## src/core/oscsel_regs.svh

```systemverilog
// Register map, field positions and reset values of the oscillator select block.
// Assumes a 32-bit classic Wishbone slave holding the one byte-wide control register.
// Function
// - Control bit 7 resets to zero, and writing one stops the subclock oscillator while zero lets it run.
// - Bit 6 is read-only and always reads zero.
// - Bits 5 to 3 reset to zero and read back whatever software last wrote.
// - Read-only bit 2 shows the strap pin level captured during reset.
// - Read-only bit 1 shows the active source: zero for the resonator oscillator, one for the on-chip oscillator.
// - The strap level picks the source: zero enables the resonator oscillator, one enables the on-chip one.
// - Watchdog and low-voltage resets leave the source selection unchanged.
`ifndef OSCSEL_REGS_SVH
`define OSCSEL_REGS_SVH

`define OSCSEL_ADDR_W        8
`define OSCSEL_DATA_W        32
`define OSCSEL_CTRL_ADDR     8'h00
`define OSCSEL_SUB_STOP_BIT  7
`define OSCSEL_RSVD_RO_BIT   6
`define OSCSEL_RSVD_RW_HI    5
`define OSCSEL_RSVD_RW_LO    3
`define OSCSEL_STRAP_BIT     2
`define OSCSEL_SRC_BIT       1
`define OSCSEL_RSVD0_BIT     0
`define OSCSEL_BIT_RST       1'h0
`define OSCSEL_RSVD_RW_RST   3'h0
`define OSCSEL_FLAG_RST      1'h0
`define OSCSEL_ZERO_WORD     32'h0000_0000

`endif

```

## src/core/oscsel_pkg.sv

```systemverilog
// Types shared by the oscillator select block.
// Assumes nothing of its surroundings.
package oscsel_pkg;

  // Gray coded: capture then hold
  typedef enum logic [1:0] {
    OSCSEL_ST_CAPTURE = 2'b00,
    OSCSEL_ST_HOLD    = 2'b01
  } oscsel_state_t;

endpackage

```

## src/core/oscsel_sync.sv

```systemverilog
// Two-flop synchroniser for one level from outside the clock domain.
// Assumes the clock runs while reset is held, so the level is known at release.
`timescale 1ns/1ns
`default_nettype none

module oscsel_sync (
  input  wire logic clk_in,
  input  wire logic async_in,
  output var  logic sync_out
);

  logic meta_q;

  // No reset: must track the strap while the device sits in reset
  always_ff @(posedge clk_in) begin
    meta_q   <= async_in;
    sync_out <= meta_q;
  end

endmodule

`default_nettype wire

```

## src/core/oscsel_ctrl.sv

```systemverilog
// Oscillator select control: strap capture, source enables, control register on Wishbone.
// Assumes rst_b_in is asserted for every reset and cold_rst_b_in only for qualifying ones.
//
// Chosen here: the register offsets and the Wishbone interface to the registers.
`timescale 1ns/1ns
`default_nettype none
`include "oscsel_regs.svh"

module oscsel_ctrl (
  input  wire logic                        clk_in,
  input  wire logic                        rst_b_in,
  input  wire logic                        cold_rst_b_in,
  input  wire logic                        clock_select_strap_pin_in,
  input  wire logic                        wb_cyc_in,
  input  wire logic                        wb_stb_in,
  input  wire logic                        wb_we_in,
  input  wire logic [`OSCSEL_ADDR_W-1:0]   wb_adr_in,
  input  wire logic [3:0]                  wb_sel_in,
  input  wire logic [`OSCSEL_DATA_W-1:0]   wb_dat_in,
  output var  logic [`OSCSEL_DATA_W-1:0]   wb_dat_out,
  output var  logic                        wb_ack_out,
  output var  logic                        sys_osc_en_out,
  output var  logic                        onchip_osc_en_out,
  output var  logic                        sub_osc_run_out
);

  oscsel_pkg::oscsel_state_t state_q;

  logic                      strap_sync;
  logic                      sub_oscillator_stop_q;
  logic [2:0]                rsvd_rw_q;
  logic                      rsvd0_q;
  logic                      strap_level_flag_q;
  logic                      clock_source_flag_q;
  logic                      ack_q;
  logic [`OSCSEL_DATA_W-1:0] dat_q;
  logic [`OSCSEL_DATA_W-1:0] reg_val;
  logic                      req;
  logic                      hit;
  logic                      wr_fire;

  oscsel_sync u_strap_sync (
    .clk_in   (clk_in),
    .async_in (clock_select_strap_pin_in),
    .sync_out (strap_sync)
  );

  // Only qualifying resets clear the flags; warm resets leave them alone
  always_ff @(posedge clk_in or negedge cold_rst_b_in) begin
    if (!cold_rst_b_in) begin
      state_q             <= oscsel_pkg::OSCSEL_ST_CAPTURE;
      strap_level_flag_q  <= `OSCSEL_FLAG_RST;
      clock_source_flag_q <= `OSCSEL_FLAG_RST;
    end else begin
      unique case (state_q)
        oscsel_pkg::OSCSEL_ST_CAPTURE: begin
          strap_level_flag_q  <= strap_sync;
          clock_source_flag_q <= strap_sync;
          state_q             <= oscsel_pkg::OSCSEL_ST_HOLD;
        end
        oscsel_pkg::OSCSEL_ST_HOLD: begin
          state_q <= oscsel_pkg::OSCSEL_ST_HOLD;
        end
      endcase
    end
  end

  assign sys_osc_en_out    = ~clock_source_flag_q;
  assign onchip_osc_en_out = clock_source_flag_q;
  assign sub_osc_run_out   = ~sub_oscillator_stop_q;

  assign req     = wb_cyc_in & wb_stb_in;
  assign hit     = (wb_adr_in == `OSCSEL_CTRL_ADDR);
  // Write lands on the edge where the master sees ack
  assign wr_fire = req & ack_q & wb_we_in & hit & wb_sel_in[0];

  // Any reset, warm ones too, lets the subclock run again
  always_ff @(posedge clk_in or negedge rst_b_in) begin
    if (!rst_b_in) begin
      sub_oscillator_stop_q <= `OSCSEL_BIT_RST;
    end else if (wr_fire) begin
      sub_oscillator_stop_q <= wb_dat_in[`OSCSEL_SUB_STOP_BIT];
    end
  end

  always_ff @(posedge clk_in or negedge rst_b_in) begin
    if (!rst_b_in) begin
      rsvd_rw_q <= `OSCSEL_RSVD_RW_RST;
    end else if (wr_fire) begin
      rsvd_rw_q <= wb_dat_in[`OSCSEL_RSVD_RW_HI:`OSCSEL_RSVD_RW_LO];
    end
  end

  // Stored as written; software is trusted to keep it zero
  always_ff @(posedge clk_in or negedge rst_b_in) begin
    if (!rst_b_in) begin
      rsvd0_q <= `OSCSEL_BIT_RST;
    end else if (wr_fire) begin
      rsvd0_q <= wb_dat_in[`OSCSEL_RSVD0_BIT];
    end
  end

  always_comb begin
    reg_val                                        = `OSCSEL_ZERO_WORD;
    reg_val[`OSCSEL_SUB_STOP_BIT]                  = sub_oscillator_stop_q;
    reg_val[`OSCSEL_RSVD_RO_BIT]                   = 1'b0;
    reg_val[`OSCSEL_RSVD_RW_HI:`OSCSEL_RSVD_RW_LO] = rsvd_rw_q;
    reg_val[`OSCSEL_STRAP_BIT]                     = strap_level_flag_q;
    reg_val[`OSCSEL_SRC_BIT]                       = clock_source_flag_q;
    reg_val[`OSCSEL_RSVD0_BIT]                     = rsvd0_q;
  end

  // One wait state; unmapped addresses ack with zero and drop writes
  always_ff @(posedge clk_in or negedge rst_b_in) begin
    if (!rst_b_in) begin
      ack_q <= 1'b0;
    end else begin
      ack_q <= req & ~ack_q;
    end
  end

  always_ff @(posedge clk_in or negedge rst_b_in) begin
    if (!rst_b_in) begin
      dat_q <= `OSCSEL_ZERO_WORD;
    end else if (req & ~ack_q) begin
      dat_q <= hit ? reg_val : `OSCSEL_ZERO_WORD;
    end
  end

  assign wb_ack_out = ack_q;
  assign wb_dat_out = dat_q;
endmodule

`default_nettype wire

```

## config.mk

```make
export PLATFORM = sky130hd
export DESIGN_NAME = oscsel_ctrl
export DESIGN_NICKNAME = d
export VERILOG_FILES = /design/src/core/oscsel_pkg.sv /design/src/core/oscsel_sync.sv /design/src/core/oscsel_ctrl.sv
export VERILOG_INCLUDE_DIRS = /design/src /design/src/core
export SDC_FILE = /design/constraint.sdc
export NUM_CORES = 1
export LEC_CHECK = 0
export BUFFER_PORTS_ARGS = -buffer_cell sky130_fd_sc_hd__buf_2
export CORE_ASPECT_RATIO = 0.8
export CORE_MARGIN = 5
export CORE_UTILIZATION = 34
export CTS_CLUSTER_SIZE = 16
export DETAILED_ROUTE_END_ITERATION = 10
export GPL_ROUTABILITY_DRIVEN = 0
export GPL_TIMING_DRIVEN = 0
export PLACE_DENSITY = 0.78
export SLEW_MARGIN = 0
export SYNTH_ARGS = -nofsm -noshare
export SYNTH_HDL_FRONTEND = slang
export SYNTH_SLANG_ARGS = --single-unit
```

## constraint.sdc

```tcl
create_clock -name clk_in -period 1.5 [get_ports clk_in]
set_input_delay 0.375 -clock clk_in [delete_from_list [all_inputs] [get_ports clk_in]]
set_output_delay 0.375 -clock clk_in [all_outputs]
set_load 0.005 [all_outputs]
```

# Word-level counts from Yosys, hierarchy flattened
# Cells that the tools add are included.
# Widths: inputs -> output; s select.
# op_classes
add_sub_neg	0
multipliers	0
div_mod_pow	0
n_lt_le_gt_ge	0
n_eq_ne	1
n_shift	0
muxes	2
n_bitwise	9
reduce_logical	3
# ops
cell	count
$logic_not 8->1	1
$mux 8	1
$and 1x1->1	6
$not 1->1	3
$eq 2x1->1 const B	1
$logic_not 2->1	1
$mux 2	1
$reduce_or 2->1	1
# totals
register_bits	43
latchBits	0
mem_bits_rw	0
mem_bits_ro	0
in_bits	51
output_inout_bits	36
word_cells	24
mem_count	0

# Longest topological paths before layout
# logic_depth
word_depth	5
mapped_depth	4
ltp_nobuf	3

# Hierarchy
# A second synthesis with hierarchy kept.
# unflattened
cells_unflattened	76
area_unflattened_um2	837.1
# by_module_without_submodules
module	n_inst	cells_each	area_each_um2	seq_area_each_um2
oscsel_ctrl	1	74	797.0	350.3
oscsel_sync	1	2	40.0	40.0

# Worst setup path after synthesis
# OpenSTA, ideal clock, no wires.
# synth_timing
path_type	in2reg
startpoint	input wb_adr_in[3]
endpoint	register rsvd_rw_q[1]
setup_ns	0.128
t_arrival_ns	1.282
required_time_ns	1.372
path_slack_ns	0.091
cell_stages	3
path_buffers	0
path_cell_list	nor4_4 nand4_4 mux2_1
# synth_between
elab_chain_cells	3
# synth_lines
item	line	text
start: declaration	oscsel_ctrl.sv:17	input wire logic [`OSCSEL_ADDR_W-1:0] wb_adr_in,
$logic_not 8->1 (no line)	--	
$and 1x1->1 (2 in series)	oscsel_ctrl.sv:75	assign wr_fire = req & ack_q & wb_we_in & hit & wb_sel_in[0];
end signal: assignment	oscsel_ctrl.sv:88	rsvd_rw_q <= `OSCSEL_RSVD_RW_RST;
end signal: assignment	oscsel_ctrl.sv:90	rsvd_rw_q <= wb_dat_in[`OSCSEL_RSVD_RW_HI:`OSCSEL_RSVD_RW_LO];
end: declaration	oscsel_ctrl.sv:31	logic [2:0] rsvd_rw_q;
# Every way passes these cells.
# A chain may end at the register's enable or synchronous reset.

# Worst setup path in the final report
# layout_timing
startpoint	input wb_adr_in[5]
endpoint	register rsvd_rw_q[1]
# The elaborated chain is that of the path after synthesis.

==> run metrics <==
Syn Inst Count=76; wire per inst=9.55 um; skew final=0.00901 ns; clock latency on the worst-skew pair=0.27 ns; P_leak=0.670 nW; register area share after synthesis=46.6%; FMAX=0.740 GHz; Max-cap violations=0; DPL Wire Length=1330 um; CP Depth=4; via-per-instance ratio=3.78; Inst Count DP=158; CP required=1.66 ns; R2R Path Start=wb_ack_out; # DRC=0; flip-flop and latch area=390 sq um; Pwr Density=between 600 and 700 nW/um^2; GR Util met2=15.3%; clock sinks=16; crit path DAT=around 1.5 ns; worst stage delay on the critical path=0.47 ns; setup_tns=0 ns; core area=roughly 2400 sq um; synth unique cells=17; syn avg cell area=11.0 sq um; Bufs and invs on worst path=1; fillcell total=213; Tcrit/Tclk final=90.1%; run status=complete, no violations; Design Area, Final=about 1200 sq um; Die Span Y=54.4 um; Crit. Startpoint=wb_adr_in[5]; final setup margin=0.149 ns; peak fanout along the critical path=6; r2r setup slk=0.30 ns; layout cell share with drive strength beyond 1=about half; Fin. Hold Viols=0; VDD IR max=464 uV; HP Class=input port to register; Placement Setup Slack=-0.125 ns; total power=slightly below 0.8 mW; n_diodes=0; DRT antenna net count=0; CP Class=input port to register; H-tree depth=1; CP endpoint kind=register; routing usage on met3=3.90%; Port Buf Inserts=31; total CTS buffers=3; Global Route met1 Usage=9.17%; largest net degree at the start of global routing=13; maximum root-to-sink buffer count=2; number of global-route vias before repair=562; Cell Count, Final, Fillers Out=164; die extent in x=between 60 and 70 um; Pre-antenna DRT Iters=4; Worst Hold Margin=0.205 ns; Slew Viols, Final=0; io pins=87; Post-DP Area=1120 sq um; Post-Syn Area=837 sq um; endpoints failing setup=0; Worst setup endpoint=rsvd_rw_q[1]; Area Overhead vs Synth=38.9%; starting density of the core=approximately a third; root cell of the clock tree=clkbuf_4; die area=3560 sq um; Post-layout nets=roughly 190; Total GRT Usage=8.87%; total gr overflow=0; antenna violations before repair=0; #FFs+latches synth=16; worst r2r path cells=3; RSZ-0062 raised after global routing=false; first-pass GRT wire length=2380 um; Yosys Warn Count=0; Cell Rows=16; fin util=approximately half; worst reg2reg endpoint=rsvd_rw_q[1]; crit path cell chain=buf_2 > nor4_4 > nand4_4 > mux2_1; routed wire length=1570 um; Slowest-stage cell, CP=nor4_4; Worst-path clk slew=0.09 ns; gr busiest metal=met2; starting DRC count in detailed routing=2; Resize count post-CTS=0; CTS tree=done; Worst setup SP type=input port; area of the multi-input gates=about 330 sq um; via count=620; critical path's top delay family=simple AND/OR/NAND/NOR gates; Min Clock Period, post-route=1.35 ns
## report_power, final
part	switching, mW	leakage, nW	internal (mW)
sequential	0.00407	0.207	0.439
clock	0.113	0.0150	0.103
combinational	0.0597	0.448	0.0750
## cells in the final DEF (no fill, tap or decap)
master	count
clkbuf_4	3
nand4_4	1
dfxtp_1	2
dfrtp_1	14
clkbuf_1	2
nand2_1	7
inv_1	3
mux2_1	1
nand3b_1	1
nor4_4	2
nand3_1	4
and4_1	1
o31ai_1	2
buf_2	31
o21ai_1	1
buf_4	26
o21ai_0	3
mux2_2	5
dlygate4sd3_1	2
conb_1	26
## routing by layer
metal  part of all wire [%]  vias up  wire length (um)
met5                      0        -                 0
met4                   0.70        0                11
met3                     16        2               246
met2                     48       42               745
met1                     36      255               563
li1                       -      321                 -
## area by class of cell
type	instances	area share, %
sequential	16	33.6
tap	27	2.91
timing repair buffer	33	15.1
buffer	27	17.1
clock buffer	4	2.26
inverter	3	0.969
multi-input combinational	54	28.1
## kinds of logic after synthesis
kind of cell / synth area share (%)
buffers and inverters: 25.1
DFF: 46.6
and+or+nand+nor: 15.1
AOI/OAI and AO/OA: 4.18
muxes: 8.07
other: 0.897
## state kept, by name, indices dropped and copies added (netlist names)
name,cells
rsvd_rw_q,3
u_strap_sync.sync_out,1
u_strap_sync.meta_q,1
wb_dat_out,6
state_q,1
wb_ack_out,1
rsvd0_q,1
onchip_osc_en_out,1
sub_oscillator_stop_q,1
## how the worst min path moves through the flow
stage               depth (start not counted)  slack, ns             endpoint                 startpoint
floorplan                                   0       0.08    onchip_osc_en_out              cold_rst_b_in
global placement                            1       0.16           state_q[0]              cold_rst_b_in
detailed placement                          1       0.16           state_q[0]              cold_rst_b_in
CTS                                         1       0.19  u_strap_sync.meta_q  clock_select_strap_pin_in
global route                                1       0.20  u_strap_sync.meta_q  clock_select_strap_pin_in
finish                                      1       0.21  u_strap_sync.meta_q  clock_select_strap_pin_in
## cell usage after synthesis
| cell | n | area [sq um] |
|---|---|---|
| nand2_1 | 7 | 26.3 |
| dfxtp_1 | 2 | 40.0 |
| nand3b_1 | 1 | 7.51 |
| and4_1 | 1 | 8.76 |
| inv_1 | 3 | 11.3 |
| nand3_1 | 4 | 20.0 |
| o21ai_0 | 3 | 15.0 |
| mux2_2 | 5 | 56.3 |
| mux2_1 | 1 | 11.3 |
| o31ai_1 | 2 | 15.0 |
| nand4_4 | 1 | 21.3 |
| dfrtp_1 | 14 | 350 |
| buf_4 | 26 | 195 |
| clkbuf_1 | 1 | 3.75 |
| conb_1 | 2 | 7.51 |
| o21ai_1 | 1 | 5.00 |
| nor4_4 | 2 | 42.5 |
## timing repair
item,CTS,global route
buffers inserted,0,0
hold endpoints to repair,14,0
hold buffers,2,0
Power figures use the tool's default switching activity.
